<file path="src/design/isp_pkg.sv">
// Purpose: Shared constants and types for the serial ISP programmer
// Assumes: mclk at 20 MHz; target oscillator driven from mclk / 2
// Notes: Register offsets are byte addresses on the local port
package isp_pkg;

  // Clock and timing figures
  localparam int unsigned MCLK_HZ = 20_000_000; // Controller clock
  localparam int unsigned OSC_DIV = 2; // mclk cycles per osc period
  localparam int unsigned SCK_PER_OSC = 16; // Osc periods per sck period
  localparam int unsigned QUIET_OSC = 64; // Osc clocks of low sck
  localparam int unsigned ERASE_TIME_MS = 500; // Chip erase time
  localparam int unsigned WRITE_OSC = 64; // Write time, osc part
  localparam int unsigned WRITE_TIME_US = 400; // Write time, fixed part

  // Derived cycle counts
  localparam int unsigned SCK_HALF_CYC = OSC_DIV * SCK_PER_OSC / 2;
  localparam logic [4:0] SCK_HALF_LAST = 5'(SCK_HALF_CYC - 1);
  localparam logic [23:0] QUIET_CYC = 24'(QUIET_OSC * OSC_DIV);
  localparam int unsigned ERASE_WAIT_DEF = (MCLK_HZ / 1000) * ERASE_TIME_MS;
  localparam int unsigned WRITE_WAIT_DEF =
    WRITE_OSC * OSC_DIV + (MCLK_HZ / 1_000_000) * WRITE_TIME_US;

  // Local register offsets
  localparam logic [7:0] REG_CONTROL = 8'h00;
  localparam logic [7:0] REG_INSTR = 8'h04;
  localparam logic [7:0] REG_DATA = 8'h08;
  localparam logic [7:0] REG_STATUS = 8'h0C;

  // Status bit positions
  localparam int unsigned STB_BUSY = 0;
  localparam int unsigned STB_ENABLED = 1;
  localparam int unsigned STB_NEED = 2;
  localparam int unsigned STB_RXFULL = 3;
  localparam int unsigned STB_REFUSED = 4;
  localparam int unsigned STB_QUIET = 5;
  localparam int unsigned STB_LVL = 8;

  // Instruction codes
  localparam logic [7:0] OP_PREFIX = 8'hAC;
  localparam logic [7:0] OP_ENABLE2 = 8'h53;
  localparam logic [7:0] OP_ACK = 8'h69;
  localparam logic [2:0] ERASE_SEL = 3'h4;
  localparam logic [5:0] LOCK_SEL = 6'h38;
  localparam logic [7:0] OP_WR_BYTE = 8'h40;
  localparam logic [7:0] OP_RD_PAGE = 8'h30;
  localparam logic [7:0] OP_WR_PAGE = 8'h50;
  localparam logic [7:0] FILL_BYTE = 8'h00;

  // Byte counts
  localparam logic [8:0] LAST_FOUR = 9'h003;
  localparam logic [8:0] LAST_HDR = 9'h001;
  localparam logic [8:0] LAST_PAGE = 9'h101; // Two header, 256 data

  // Controller states
  typedef enum logic [2:0] {
    ST_IDLE = 3'b000,
    ST_QUIET = 3'b001,
    ST_SHIFT = 3'b010,
    ST_NEED = 3'b011,
    ST_HOLD = 3'b100,
    ST_WAIT = 3'b101
  } isp_state_type;

  // Transfer shapes
  typedef enum logic [1:0] {
    MD_FOUR = 2'b00,
    MD_PREAD = 2'b01,
    MD_PWRITE = 2'b10
  } isp_mode_type;

  // Local bus request
  typedef struct packed {
    logic [7:0] addr;
    logic [31:0] wdata;
    logic wr;
    logic rd;
  } isp_bus_type;

  // Pins driven toward the target
  typedef struct packed {
    logic rst_hold;
    logic sck;
    logic mosi;
    logic osc;
  } isp_pin_type;

endpackage

</file>
<file path="src/design/isp_host.sv">
// Purpose: Programmer that drives a target flash over the serial ISP link
// Assumes: Target oscillator input is fed from pins.osc
// Notes: Software writes a 4-byte word to INSTR; page data via DATA
// Notes on behaviour
// Enable is AC 53 xx xx, reset held
// Fourth enable byte must read back 69
// AC with 100x xxxx erases whole array
// Opcode 20 reads one byte, byte 4
// Opcode 40 writes byte 4 to address
// AC with 1110 00xx writes lock level
// Lock field 00..11 maps modes 1..4
// Lock modes applied in ascending order only
// Opcode 24 returns lock bits in byte 4
// Opcode 30 streams 256 page bytes out
// Opcode 50 takes 256 page bytes in
// Page data runs offset 0 to 255
// After header every byte is page data
// After 256 bytes decode resumes
// Sck low 64 osc clocks after reset
// Reset held high, never pulsed
// Sck at most osc over sixteen
// Data in on rising, out after falling
// Allow 500 ms after chip erase
// Allow 64 osc plus 400 us per write
// Target rejects all until enabled
// Erase sets every byte to FF
// Busy read returns inverted top bit
// Msb first, four bytes per instruction
// Unknown opcodes are ignored by target
//
// The plain strobed port and the register offsets were decided locally.
`timescale 1ns/1ps
module isp_host #(
  parameter int unsigned ERASE_WAIT_CYC = isp_pkg::ERASE_WAIT_DEF,
  parameter int unsigned WRITE_WAIT_CYC = isp_pkg::WRITE_WAIT_DEF
) (
  input wire logic mclk,
  input wire logic rst_b,
  input isp_pkg::isp_bus_type bus,
  output logic [31:0] bus_rdata,
  output isp_pkg::isp_pin_type pins,
  input wire logic isp_miso
);
  import isp_pkg::*;

  // Whole controller state
  typedef struct packed {
    isp_state_type st;
    isp_mode_type mode;
    isp_pin_type pin;
    logic miso_s1; // First sync stage
    logic miso_s2; // Second sync stage
    logic [4:0] div; // Half-period countdown
    logic [2:0] bitn; // Bit within byte
    logic [7:0] sh_tx; // Outgoing byte
    logic [7:0] sh_rx; // Incoming byte
    logic [31:0] instr; // Remaining instruction bytes
    logic [8:0] bytei; // Byte index in transfer
    logic [23:0] timer; // Wait countdown
    logic [23:0] post; // Wait after transfer, 0 for none
    logic is_en; // Transfer is the enable
    logic is_lock; // Transfer writes lock bits
    logic [1:0] lock_req; // Requested lock field
    logic [1:0] lvl; // Lock field applied so far
    logic enabled; // Target acknowledged enable
    logic refused; // Sticky refused request
    logic rx_full; // Received byte waiting
    logic [7:0] rx; // Last received byte
    logic [31:0] rdata; // Read data register
  } isp_reg_type;

  isp_reg_type s; // Current state
  isp_reg_type next_s; // Next state

  // Request decode
  logic wr_ctl; // Control write
  logic wr_ins; // Instruction write
  logic wr_dat; // Data write
  logic wr_sts; // Status write
  logic rd_dat; // Data read
  logic [7:0] w_op; // First byte of written word
  logic [7:0] w_sel; // Second byte of written word
  logic w_en; // Word is the enable
  logic w_erase; // Word is chip erase
  logic w_lock; // Word is lock write
  logic lock_ok; // Lock request in order
  logic start_ok; // Instruction may start
  logic [31:0] status; // Status word

  assign wr_ctl = bus.wr && (bus.addr == REG_CONTROL);
  assign wr_ins = bus.wr && (bus.addr == REG_INSTR);
  assign wr_dat = bus.wr && (bus.addr == REG_DATA);
  assign wr_sts = bus.wr && (bus.addr == REG_STATUS);
  assign rd_dat = bus.rd && (bus.addr == REG_DATA);
  assign w_op = bus.wdata[31:24];
  assign w_sel = bus.wdata[23:16];
  assign w_en = (w_op == OP_PREFIX) && (w_sel == OP_ENABLE2);
  assign w_erase = (w_op == OP_PREFIX) && (w_sel[7:5] == ERASE_SEL);
  assign w_lock = (w_op == OP_PREFIX) && (w_sel[7:2] == LOCK_SEL);
  // Field 00..11 is mode 1..4; any mode up to the next one above the current may follow
  assign lock_ok = (w_sel[1:0] <= s.lvl) ||
                   (w_sel[1:0] == 2'(s.lvl + 2'h1));
  // Nothing but the enable goes out before it was acknowledged
  assign start_ok = (s.st == ST_IDLE) && s.pin.rst_hold &&
                    (s.enabled || w_en) && (!w_lock || lock_ok);

  // Status word
  always_comb begin
    status = '0;
    status[STB_BUSY] = (s.st != ST_IDLE);
    status[STB_ENABLED] = s.enabled;
    status[STB_NEED] = (s.st == ST_NEED);
    status[STB_RXFULL] = s.rx_full;
    status[STB_REFUSED] = s.refused;
    status[STB_QUIET] = (s.st == ST_QUIET);
    status[STB_LVL +: 2] = s.lvl;
  end

  // Next-state logic
  always_comb begin
    next_s = s;
    next_s.pin.osc = ~s.pin.osc; // Target clock, mclk over two
    next_s.miso_s1 = isp_miso;
    next_s.miso_s2 = s.miso_s1;
    // Read mux, data valid only in the cycle after the strobe
    next_s.rdata = '0;
    if (bus.rd) begin
      unique case (bus.addr)
        REG_CONTROL: next_s.rdata = {31'h0, s.pin.rst_hold};
        REG_DATA: next_s.rdata = {24'h0, s.rx};
        REG_STATUS: next_s.rdata = status;
        default: next_s.rdata = '0; // Unmapped reads zero
      endcase
    end
    // Software clears, hardware sets below and wins
    if (wr_sts && bus.wdata[STB_REFUSED]) begin
      next_s.refused = 1'b0;
    end
    if (rd_dat) begin
      next_s.rx_full = 1'b0;
    end
    if (wr_ins && !start_ok) begin
      next_s.refused = 1'b1;
    end
    unique case (s.st)
      // Idle, accept a new instruction word
      ST_IDLE: begin
        if (wr_ins && start_ok) begin
          next_s.st = ST_SHIFT;
          next_s.sh_tx = w_op;
          next_s.pin.mosi = w_op[7];
          next_s.instr = {bus.wdata[23:0], 8'h00};
          next_s.bytei = '0;
          next_s.bitn = '0;
          next_s.div = SCK_HALF_LAST;
          next_s.is_en = w_en;
          next_s.is_lock = w_lock;
          next_s.lock_req = w_sel[1:0];
          if (w_op == OP_RD_PAGE) begin
            next_s.mode = MD_PREAD;
          end else if (w_op == OP_WR_PAGE) begin
            next_s.mode = MD_PWRITE;
          end else begin
            next_s.mode = MD_FOUR;
          end
          if (w_erase) begin
            next_s.post = 24'(ERASE_WAIT_CYC);
          end else if (w_op == OP_WR_BYTE || w_op == OP_WR_PAGE || w_lock) begin
            next_s.post = 24'(WRITE_WAIT_CYC);
          end else begin
            next_s.post = '0;
          end
        end
      end
      // Sck held low after reset raised
      ST_QUIET: begin
        if (s.timer == '0) begin
          next_s.st = ST_IDLE;
        end else begin
          next_s.timer = s.timer - 24'h1;
        end
      end
      // Bit engine, each half period 8 osc periods long
      ST_SHIFT: begin
        if (s.div != '0) begin
          next_s.div = s.div - 5'h1;
        end else begin
          next_s.div = SCK_HALF_LAST;
          if (!s.pin.sck) begin
            // Sample just before the rising edge
            next_s.pin.sck = 1'b1;
            next_s.sh_rx = {s.sh_rx[6:0], s.miso_s2};
          end else begin
            // Falling edge, then present the next bit
            next_s.pin.sck = 1'b0;
            if (s.bitn != 3'h7) begin
              next_s.bitn = s.bitn + 3'h1;
              next_s.sh_tx = {s.sh_tx[6:0], 1'b0};
              next_s.pin.mosi = s.sh_tx[6];
            end else begin
              next_s.bitn = '0;
              if (s.bytei == '0 ||
                  (s.mode == MD_FOUR && s.bytei != LAST_FOUR)) begin
                // Next byte of the instruction word
                next_s.sh_tx = s.instr[31:24];
                next_s.pin.mosi = s.instr[31];
                next_s.instr = {s.instr[23:0], 8'h00};
                next_s.bytei = s.bytei + 9'h1;
              end else begin
                unique case (s.mode)
                  MD_FOUR: begin
                    next_s.rx = s.sh_rx;
                    next_s.rx_full = 1'b1;
                    if (s.is_en && s.sh_rx == OP_ACK) begin
                      next_s.enabled = 1'b1;
                    end
                    if (s.is_lock && s.lock_req > s.lvl) begin
                      next_s.lvl = s.lock_req;
                    end
                    if (s.post != '0) begin
                      next_s.st = ST_WAIT;
                      next_s.timer = s.post - 24'h1;
                    end else begin
                      next_s.st = ST_IDLE;
                    end
                  end
                  MD_PREAD: begin
                    if (s.bytei == LAST_HDR) begin
                      // Header done, clock out fill while reading
                      next_s.bytei = s.bytei + 9'h1;
                      next_s.sh_tx = FILL_BYTE;
                      next_s.pin.mosi = FILL_BYTE[7];
                    end else begin
                      next_s.rx = s.sh_rx;
                      next_s.rx_full = 1'b1;
                      next_s.st = ST_HOLD;
                    end
                  end
                  MD_PWRITE: begin
                    if (s.bytei == LAST_PAGE) begin
                      next_s.st = ST_WAIT;
                      next_s.timer = s.post - 24'h1;
                    end else begin
                      next_s.bytei = s.bytei + 9'h1;
                      next_s.st = ST_NEED;
                    end
                  end
                  default: next_s.st = ST_IDLE; // Illegal mode code
                endcase
              end
            end
          end
        end
      end
      // Page write stalls until software gives the next byte
      ST_NEED: begin
        if (wr_dat) begin
          next_s.sh_tx = bus.wdata[7:0];
          next_s.pin.mosi = bus.wdata[7];
          next_s.div = SCK_HALF_LAST;
          next_s.st = ST_SHIFT;
        end
      end
      // Page read stalls until software takes the byte
      ST_HOLD: begin
        if (!s.rx_full) begin
          if (s.bytei == LAST_PAGE) begin
            next_s.st = ST_IDLE;
          end else begin
            next_s.bytei = s.bytei + 9'h1;
            next_s.sh_tx = FILL_BYTE;
            next_s.pin.mosi = FILL_BYTE[7];
            next_s.div = SCK_HALF_LAST;
            next_s.st = ST_SHIFT;
          end
        end
      end
      // Self-timed erase or write still running
      ST_WAIT: begin
        if (s.timer == '0) begin
          next_s.st = ST_IDLE;
        end else begin
          next_s.timer = s.timer - 24'h1;
        end
      end
      default: next_s.st = ST_IDLE; // Illegal state code
    endcase
    // Session end overrides any transfer; a start write inside a session is ignored
    if (wr_ctl) begin
      if (bus.wdata[0] && !s.pin.rst_hold) begin
        next_s.pin.rst_hold = 1'b1;
        next_s.pin.sck = 1'b0;
        next_s.st = ST_QUIET;
        next_s.timer = QUIET_CYC - 24'h1;
      end else if (!bus.wdata[0]) begin
        next_s.pin.rst_hold = 1'b0;
        next_s.pin.sck = 1'b0;
        next_s.pin.mosi = 1'b0;
        next_s.enabled = 1'b0;
        next_s.lvl = '0;
        next_s.st = ST_IDLE;
      end
    end
  end

  // State register
  always_ff @(posedge mclk or negedge rst_b) begin
    if (!rst_b) begin
      s <= '0;
    end else begin
      s <= next_s;
    end
  end

  assign pins = s.pin;
  assign bus_rdata = s.rdata;

endmodule // isp_host

</file>
<file path="config.mk">
export PLATFORM = sky130hd
export DESIGN_NAME = isp_host
export DESIGN_NICKNAME = d
export VERILOG_FILES = /design/src/design/isp_pkg.sv /design/src/design/isp_host.sv
export SDC_FILE = /design/constraint.sdc
export NUM_CORES = 1
export LEC_CHECK = 0
export ABC_AREA = 1
export BUFFER_PORTS_ARGS = -buffer_cell sky130_fd_sc_hd__buf_2
export CAP_MARGIN = 20
export CELL_PAD_IN_SITES_DETAIL_PLACEMENT = 1
export CELL_PAD_IN_SITES_GLOBAL_PLACEMENT = 1
export CORE_MARGIN = 4
export CORE_UTILIZATION = 44
export CTS_CLUSTER_SIZE = 10
export DETAILED_ROUTE_END_ITERATION = 6
export PLACE_DENSITY = 0.86
export SETUP_SLACK_MARGIN = 0.05
export SYNTH_ARGS = -nofsm -noshare
export SYNTH_HDL_FRONTEND = slang
export SYNTH_SLANG_ARGS = --single-unit
</file>
<file path="constraint.sdc">
create_clock -name mclk -period 2.5 [get_ports mclk]
set_input_delay 0.125 -clock mclk [delete_from_list [all_inputs] [get_ports mclk]]
set_output_delay 0.125 -clock mclk [all_outputs]
set_load 0.02 [all_outputs]
</file>
---- Word level (Yosys, flattened, before mapping) ----
Cells that the tools add are included.
word-level totals
  bits in registers ....................... 172
  input port bits ......................... 45
  output and inout port bits .............. 36
  logic and storage cells ................. 223
operators by class
  muxes and demuxes ....................... 98
  reduce and logical (&&, ||, !) cells .... 50
  order comparisons ....................... 2
  add/sub/neg operators ................... 6
  bitwise logic cells ..................... 5
  equality and inequality tests ........... 37
operators with widths
  cell                                                count
  2-to-1 mux 24 bit                                   7
  2-to-1 mux 65 bit                                   2
  case mux 24 bit (2 select lines)                    2
  2-to-1 mux 9 bit                                    10
  2-to-1 mux 84 bit                                   1
  2-to-1 mux 3 bit                                    23
  2-to-1 mux 32 bit                                   2
  case mux 32 bit (2 select lines)                    1
  subtractor 24 x 1 -> 24 bit, second input constant  2
  2-to-1 mux 41 bit                                   1
  case mux 9 bit (2 select lines)                     2
  == test 8 x 7 -> 1 bit, second input constant       4
  2-to-1 mux 8 bit                                    4
  case mux 10 bit (3 select lines)                    1
  case mux 7 bit (4 select lines)                     1
  case mux 9 bit (3 select lines)                     1
  2-to-1 mux 5 bit                                    5
  logical NOT 24 bit                                  1
  nonzero test 24 bit                                 1
  2-to-1 mux 11 bit                                   2
  2-to-1 mux 7 bit                                    3
  case mux 5 bit (4 select lines)                     1
  logical AND 1 bit                                   18
  == test 8 x 4 -> 1 bit, second input constant       2
  53 further kinds                                    101

---- Logic depth before layout (Yosys ltp) ----
Gate-level depths: netlist (run 1).
  depth after elaboration ................. 12
  gate-level depth with buffers ........... 13
  mapped depth without buffers ............ 13

---- Worst setup path after synthesis (run 1) ----
Ideal clock, no wire load.
  path type ............................... register to register
  start point ............................. register s[61] in the netlist's numbering
  end point ............................... register s[74] in the netlist's numbering
  arrival ................................. 1.783 ns
  data required time ...................... 2.365 ns
  library setup time ...................... 0.135 ns
  stages on the path, launching flop included .. 14
  slack ................................... 0.583 ns
  cell sequence ........................... dfrtp_1 -> clkinv_1 -> ha_1 -> inv_1 -> nor2_1 -> nand2_1 -> inv_1 -> nor2_1 -> nor2_1 -> nor2_2 -> nand2_1 -> nand2_1 -> inv_1 -> o211ai_1
RTL lines
  item                      line             RTL
  start: declaration        isp_host.sv:72   isp_reg_type s;
  start signal: assignment  isp_host.sv:311  s <= next_s;

---- Final worst setup path (run 1) ----
  start point ............................. register s[103] in the netlist's numbering
  end point ............................... register s[37] in the netlist's numbering
on the way
  cells in the longest elaborated chain, start to end .. 5
  elaborated cells between the ends (all ways) .. 8
RTL lines
  item                               line             RTL
  inequality test 9 x 2 -> 1 bit     isp_host.sv:203  (s.mode == MD_FOUR && s.bytei != LAST_FOUR)) begin
  logical AND 1 bit                  isp_host.sv:203
  logical OR 1 bit                   isp_host.sv:202  if (s.bytei == '0 ||
  inverter 1 bit (no line)           -
  AND reduction 7 bit (no line) (*)  -
Every way passes the cells marked *; elsewhere a longest branch is shown, timed or not.
A chain may end at the register's enable or synchronous reset.

==> reports/summary.txt, run 1 <==
TritonRoute pass-1 iters: 7
vias: 8,329
largest net degree at the start of global routing: 63
final setup TNS: 0 ns
total grt overflow: 0
Design Area, Final: 0.009321 mm^2
worst-margin pin slew: 0.8729 ns
status: finished clean
final worst slack: 0.2097 ns
Tmin final: 2.290 ns
pwr dens: 743.4 mW/mm^2
Worst path slowest cell: dfrtp_1
RSZ-0062 raised after global routing: no
DRT antenna net count: 0
Worst VDD drop: 481.4 uV
Slew headroom: 0.4119
Worst R2R Start: s[103]
Clock Latency Late Sink: 0.43 ns
Initial Utilization: 0.4483
layout cells sized above 1: 0.1576
clk slew on worst S/H paths: 0.07 ns
DP Area: 0.008606 mm^2
drt wl/cell: 19.84 um
H-tree levels: 4
first-pass GRT wire length: 44,720 um
diode count: 0
Core Rows: 49
Critical path origin: s[103]
dpl hpwl: 20,130 um
Die ar.: 0.02060 mm^2
Most common cell on crit path: nand2_2
CTS Root Cell: clkbuf_16
CTS sink cnt: 121
CP Class: flip-flop to flip-flop
Synth Instances: 1,116
Seq/Total Area, Yosys: 0.3747
die width: 143.5 um
Final setup viols: 0
CP max FO: 16
Critical Path AT: 2.59 ns
syn avg cell area: 7.240 um^2
CTS tree: done
critical path launch point type: flip-flop
clock buffer depth: 2
max incr delay on CP: 0.43 ns
Detailed Route Iter0 Violations: 697
crit path cell chain: nor2_1, nand3_1, nor2_4, nand2_1, nand2_2, nand2_2, inv_2, nand2_2, nor2_4, o211ai_4, nand2_1, o21ai_2
number of remaining DRC errors: 0
cell area after synthesis: 0.008080 mm^2
Min Hold Slack: 0.003592 ns
GP Congestion: 0.9224
CP required: 2.80 ns
initial antenna violation count: 0
CTS buffer count: 17
Syn-to-layout area delta: 15.36%
Post-synth ARST share: 1.000
Buf/Inv on CP: 1
Cell variety after synth: 53
PortBufs: 58
Max Cap Viol: 0
GRT Total Usage: 0.2765
#FFs+latches synth: 121
Core Area: 0.01802 mm^2
Layout Nets: 1,266
Die H: 143.5 um
fillers: 2,328
vias in the first global route: 8,537
worst hold path class: input port to flip-flop
Fmax achieved: 436.6 MHz
Fin. Hold Viols: 0
CP delay by family, top: simple AND/OR/NAND/NOR gates
Vias per Instance: 5.780
Final Max Slew Viols: 0
Setup Skew: 0.01240 ns
Top Ports: 81
final wirelength: 28,590 um
Post-synth top flop: dfrtp_1
Post-synth EDFFs: 0
Setup crit end kind: flip-flop
Synth warnings: 0
pre-CTS setup slack: 0.1943 ns
Leakage: 4.480 nW
final worst-path cycle share: 0.9161
hold path start: bus[3]
[kinds of logic after synthesis]
logic type      count (synthesis)  synth area share
mux                             3          0.004181
buf+inv                       191            0.1120
other cells                     1         0.0004641
compound gates                228            0.1682
xor+xnor                       11           0.01192
simple gates                  539            0.2945
flops                         121            0.3747
fa+ha+maj                      22           0.03407
[what timing repair did]
item,4_1_cts,5_1_grt
hold buffers,8,0
gates resized for setup,0,7
hold endpoints to repair,35,0
setup endpoints to repair,0,41
setup buffers,0,6
[path summary, 6_finish.rpt]
path / cells after the start / end / slack, ns
max: 12 / s[37] / 0.21
min: 3 / s[115] / 0.004
max reg2reg: 12 / s[37] / 0.21
min reg2reg: 0 / s[162] / 0.36
max in group asynchronous: 3 / s[128] / 1.50
min in group asynchronous: 2 / pins[0] / 0.18
[sequential cells by signal, indices dropped and copies added, names as in the netlist]
signal / cells
s: 106
bus_rdata: 10
pins: 4
next_s: 1
[synthesized netlist by cell type (4+ instances only)]
master	count	share of area
a21o_1	4	0.0037
a21oi_1	48	0.030
a22oi_1	18	0.017
a31oi_1	6	0.0046
buf_2	9	0.0056
buf_4	37	0.034
buf_6	5	0.0070
clkbuf_1	17	0.0079
dfrtp_1	121	0.37
ha_1	22	0.034
inv_1	112	0.052
inv_2	8	0.0037
nand2_1	262	0.12
nand2_2	6	0.0046
nand3_1	84	0.052
nand3_2	6	0.0074
nand3b_1	5	0.0046
nand4_1	22	0.017
nor2_1	116	0.054
nor2_2	5	0.0039
nor2_4	6	0.0084
nor3_1	14	0.0087
nor4_1	6	0.0046
o211ai_1	9	0.0084
o21ai_0	102	0.063
o21ai_1	5	0.0031
o21ai_2	9	0.0098
o22ai_1	5	0.0039
xor2_1	9	0.0098
[placed cells by master (no fill, tap or decap), types with 13 or more instances in the layout]
cell type    n
nor3_1      13
ha_1        21
nor2_1     115
a22oi_1     18
clkbuf_16   17
o21ai_0    101
nand3_1     82
a21oi_1     48
dfrtp_1    121
buf_4       43
buf_2       57
conb_1      22
inv_1      112
nand4_1     22
nand2_1    262
[layout make-up]
cell class | instances | area (um^2) | area share
multi-input cells | 825 | 4247 | 0.4556
flip-flops and latches | 121 | 3028 | 0.3248
repair buffers | 111 | 730.7 | 0.07839
inverters | 123 | 461.7 | 0.04953
clock buffers | 18 | 429.2 | 0.04604
well taps | 229 | 286.5 | 0.03074
clock inverters | 14 | 138.9 | 0.01490
[metrics by stage]
step,power [mW],util,instances
2_1_floorplan,3.723,-,1137
3_3_place_gp,4.301,0.4774,1395
3_5_place_dp,4.417,0.4774,1395
4_1_cts,6.896,0.5134,1435
5_1_grt,7.283,0.5171,1441
6_report,6.929,0.5171,1441
[per-layer routing]
layer | track usage | wire length, um | vias to the layer above | part of all wire
met1 | 0.3504 | 11800 | 4128 | 0.41
li1 | - | - | 3821 | -
met2 | 0.4755 | 14280 | 303 | 0.50
met4 | 0.1021 | 953 | 0 | 0.033
met5 | 0 | 0 | - | 0
met3 | 0.04592 | 1555 | 77 | 0.054
[tightest hold or removal path, cell delays in order]
cell	delay, ns
buf_2	0.07
inv_1	0.05
o21ai_0	0.15
[power breakdown]
| part | internal [mW] | switching [mW] | leakage (nW) | total [mW] |
|---|---|---|---|---|
| sequential | 2.34 | 0.335 | 1.54 | 2.67 |
| combinational | 0.627 | 1.18 | 2.67 | 1.81 |
| clock | 1.39 | 1.06 | 0.270 | 2.45 |
Note: power is estimated with default switching activity, not from simulation.
==> run 2, diff against run 1 <==
--- a/config.mk
+++ b/config.mk
@@ -5,13 +5,13 @@
 export SDC_FILE = /design/constraint.sdc
 export NUM_CORES = 1
 export LEC_CHECK = 0
-export ABC_AREA = 1
+export ABC_AREA = 0
 export BUFFER_PORTS_ARGS = -buffer_cell sky130_fd_sc_hd__buf_2
 export CAP_MARGIN = 20
 export CELL_PAD_IN_SITES_DETAIL_PLACEMENT = 1
 export CELL_PAD_IN_SITES_GLOBAL_PLACEMENT = 1
-export CORE_MARGIN = 4
-export CORE_UTILIZATION = 44
+export CORE_MARGIN = 3
+export CORE_UTILIZATION = 46
 export CTS_CLUSTER_SIZE = 10
 export DETAILED_ROUTE_END_ITERATION = 6
 export PLACE_DENSITY = 0.86
==> run 2 against run 1 <==
  * The flow now finishes with violations (negative setup slack)
  * Critical path depth shrank 3
  * Setup slack lost 0.32 ns
  * Final cell count fell by 16%
  * Clock skew fell by 0.00058 ns
  * Clock power rose by 9.0%
  * Wire length is 12% higher
  * Maximum frequency is 12% lower
  * Non-clock buffer count up 66
  * Cell area is 4.8% higher
  * Synthesized cell count decreased by 25%
  * Critical path type unchanged
  * Largest power group is now clock
  * Highest routed layer is now met5
==> reports/summary.txt, run 2 <==
PortBufs: 58 (unchanged)
Core Rows: 46 (-6.1%)
final worst-path cycle share: 1.043 (+0.1270)
Clock Power Share: 0.507 (+0.154)
worst-margin pin slew: 0.6847 ns (-0.1882 ns)
XOR/XNOR Fraction of Synth Area: 0.008940 (-0.002983)
Die ar.: 0.01800 mm^2 (-13%)
Synth area leaders: dfrtp_1 (40%), nand2_1 (5.0%), ha_1 (3.6%), buf_4 (3.6%), a21oi_1 (3.1%)
CP required: 2.81 ns (about the same)
Buf/Inv on CP: 2 (+1)
final wirelength: 32,150 um (+12%)
status: finished with violations
Critical Path AT: 2.92 ns (+0.33 ns)
cell area after synthesis: 0.007557 mm^2 (-6.5%)
Worst path slowest cell: or4b_4
Max Cap Viol: 0 (unchanged)
Leakage: 4.482 nW (about the same)
TritonRoute pass-1 iters: 5 (-2)
Post-synth ARST share: 1.000 (unchanged)
multiplexer share of the synthesized area: 0.07616 (+0.07198)
Top Ports: 81 (unchanged)
layout cells sized above 1: 0.3008 (+0.1432)
count leader, synth: dfrtp_1
initial antenna violation count: 1 (+1)
footprint of the multi-input gates: 0.004438 mm^2 (+4.5%)
cell taking the most area after synthesis: dfrtp_1
CP Class: flip-flop to flip-flop
pre-CTS setup slack: -0.1580 ns (-0.3523 ns)
Simple-Gate Fraction of Synth Area: 0.2334 (-0.06107)
worst hold path class: input port to flip-flop
CTS tree: done
largest net degree at the start of global routing: 51 (-19%)
sequential cell area: 0.003029 mm^2 (about the same)
Biggest register: s
dpl hpwl: 18,260 um (-9.3%)
RSZ-0062 raised after global routing: yes
top cell type's share of synthesized area: 0.4007 (+0.02593)
CP delay by family, top: simple AND/OR/NAND/NOR gates
Setup crit end kind: flip-flop
commonest non-fill, non-tap cells in the layout: dfrtp_1 (120), buf_4 (102), nand2_1 (97), buf_2 (57), nor2_1 (46)
R2R Setup Slk: -0.11 ns (-0.32 ns)
max incr delay on CP: 0.57 ns (+0.14 ns)
Setup Skew: 0.01182 ns (-0.0005804 ns)
largest family of logic cells by synthesized area: simple AND/OR/NAND/NOR gates
CTS Root Cell: clkbuf_16
clock buffer depth: 2 (unchanged)
Vias per Instance: 6.593 (+14%)
DRT antenna net count: 0 (unchanged)
Final Util: 0.6107 (+0.09351)
Final Instance Count excl. Fillers: 1,210 (-16%)
#FFs+latches synth: 121 (unchanged)
sequential fraction of design power: 0.401 (+0.015)
Synth warnings: 0 (unchanged)
critical path launch point type: flip-flop
Post-synth EDFFs: 0 (unchanged)
Internal Pwr Total: 3.836 mW (-12%)
max FFs per register: 106 (unchanged)
fillers: 1,831 (-21%)
Net Sw Frac: 0.2706 (-0.1010)
diode count: 0 (unchanged)
Post-synth top flop: dfrtp_1
Synth Area in Adders: 0.03642 (+0.002358)
Cell variety after synth: 76 (+43%)
synth cell count leaders: dfrtp_1 (121), nand2_1 (100), nor2_1 (55)
Syn-to-layout area delta: 29.29%
CP max FO: 6 (-10)
Slew headroom: 0.5435 (+0.1316)
total grt overflow: 0 (unchanged)
share of power burned in combinational logic: 0.092 (-0.169)
number of remaining DRC errors: 0 (unchanged)
H-tree levels: 4 (unchanged)
final worst slack: -0.1079 ns (-0.3176 ns)
CTS buffer count: 17 (unchanged)
drt wl/cell: 26.57 um (+34%)
Clock Latency Late Sink: 0.43 ns (about the same)
GP Congestion: 0.9190 (-0.37%)
Final Max Slew Viols: 0 (unchanged)
Layout Nets: 1,048 (-17%)
failing checks: negative setup slack
Final setup viols: 16 (+16)
Core Area: 0.01600 mm^2 (-11%)
GRT Total Usage: 0.3230 (+0.04654)
crit path cell chain: inv_2, ha_4, or4b_4, nor4_4, and3_4, buf_4, nand2_1, a221oi_2, nor2_1
die width: 134.2 um (-6.5%)
Fin. Hold Viols: 0 (unchanged)
Worst VDD drop: 496.7 uV (+3.2%)
Initial Utilization: 0.4723 (+0.02403)
Synth Instances: 839 (-25%)
Net Sw Power: 1.424 mW (-45%)
clk slew on worst S/H paths: 0.06 ns (about the same)
Die H: 134.2 um (-6.5%)
Synth Area in Compound Gates: 0.1685 (+0.0003795)
Fmax achieved: 383.4 MHz (-12%)
vias: 7,978 (-4.2%)
commonest non-fill, non-tap cell in the layout: dfrtp_1
Detailed Route Iter0 Violations: 879 (+26%)
Placed Cells: 1,149 (-18%)
Seq/Total Area, Yosys: 0.4007 (+0.02593)
syn avg cell area: 9.007 um^2 (+24%)
Tmin final: 2.608 ns (+0.3176 ns)
pwr dens: 538.3 mW/mm^2 (-28%)
first-pass GRT wire length: 45,370 um (+1.5%)
vias in the first global route: 8,150 (-4.5%)
CTS sink cnt: 121 (unchanged)
## run 2: cell types whose count changed after synthesis, sizes merged, moves of 17 or more
cell | before | now
nor2 | 127 | 55
mux2i | 0 | 17
o21ai | 116 | 33
nor3 | 14 | 32
nand3 | 90 | 35
nand2 | 270 | 100
mux2 | 3 | 36
inv | 120 | 35
## run 2: cell type report
cell class	instances	area share
Clock buffer	20	0.04674
Clock inverter	12	0.01690
Inverter	36	0.01383
Multi-Input combinational cell	628	0.4542
Sequential cell	121	0.3100
Tap cell	216	0.02766
Timing Repair Buffer	177	0.1306
## run 2: worst reg2reg max path, stage by stage (launching register included)
cell	delay, ns
dfrtp_1	0.42
inv_2	0.11
ha_4	0.15
or4b_4	0.57
nor4_4	0.43
and3_4	0.32
buf_4	0.15
nand2_1	0.08
a221oi_2	0.21
nor2_1	0.06
## run 2: worst paths after layout
check,end,cells after the start,start
worst min-delay path,s[127],4,bus[15]
max in group asynchronous,s[43],3,rst_b
worst min register to register,s[162],0,next_s[162]
worst max register to register,s[84],9,s[158]
worst max-delay path,s[84],9,s[158]
min in group asynchronous,s[74],2,rst_b
## run 2: cells by family after synthesis
family / after synthesis
AOI/OAI and AO/OA: 185
muxes: 53
adders and majority gates: 22
buffers and inverters: 111
xor gates and xnor gates: 6
other: 1
DFF: 121
and+or+nand+nor: 340
## run 2: repair_timing
item                                   4_1_cts  5_1_grt
setup endpoints to repair                   53       82
pin swaps                                    5       19
setup buffers                                2       15
hold buffers                                10        0
endpoints found under the hold margin       57        0
gates cloned                                 0        2
resized for setup                           18       63
## run 2: layer usage
| layer | global-route usage | share of wire | vias to the layer above |
|---|---|---|---|
| met3 | 0.07427 | 0.075 | 178 |
| met4 | 0.1538 | 0.061 | 2 |
| met2 | 0.5372 | 0.50 | 522 |
| li1 | - | - | 3287 |
| met5 | 0 | 0.00040 | - |
| met1 | 0.3983 | 0.37 | 3989 |
## run 2: through the flow
step	hold WS [ns]	total power, mW	TNS [ns]	instance area, um^2
floorplan	-0.1706	2.373	0	7729
global placement	0.2016	2.521	-1.618	8549
detailed placement	0.1987	2.545	-3.958	8549
CTS	0.003005	5.205	0	9350
global route	0.01389	5.414	-2.584	9771
finish	0.01449	5.260	-0.8113	9771
## run 2: power groups by stage
stage / sequential [mW] / clock (mW) / combinational [mW]
CTS: 2.10 / 2.67 / 0.439
global route: 2.11 / 2.78 / 0.522
global placement: 2.13 / 0 / 0.395
floorplan: 2.09 / 0 / 0.280
detailed placement: 2.13 / 0 / 0.415
finish: 2.11 / 2.67 / 0.482
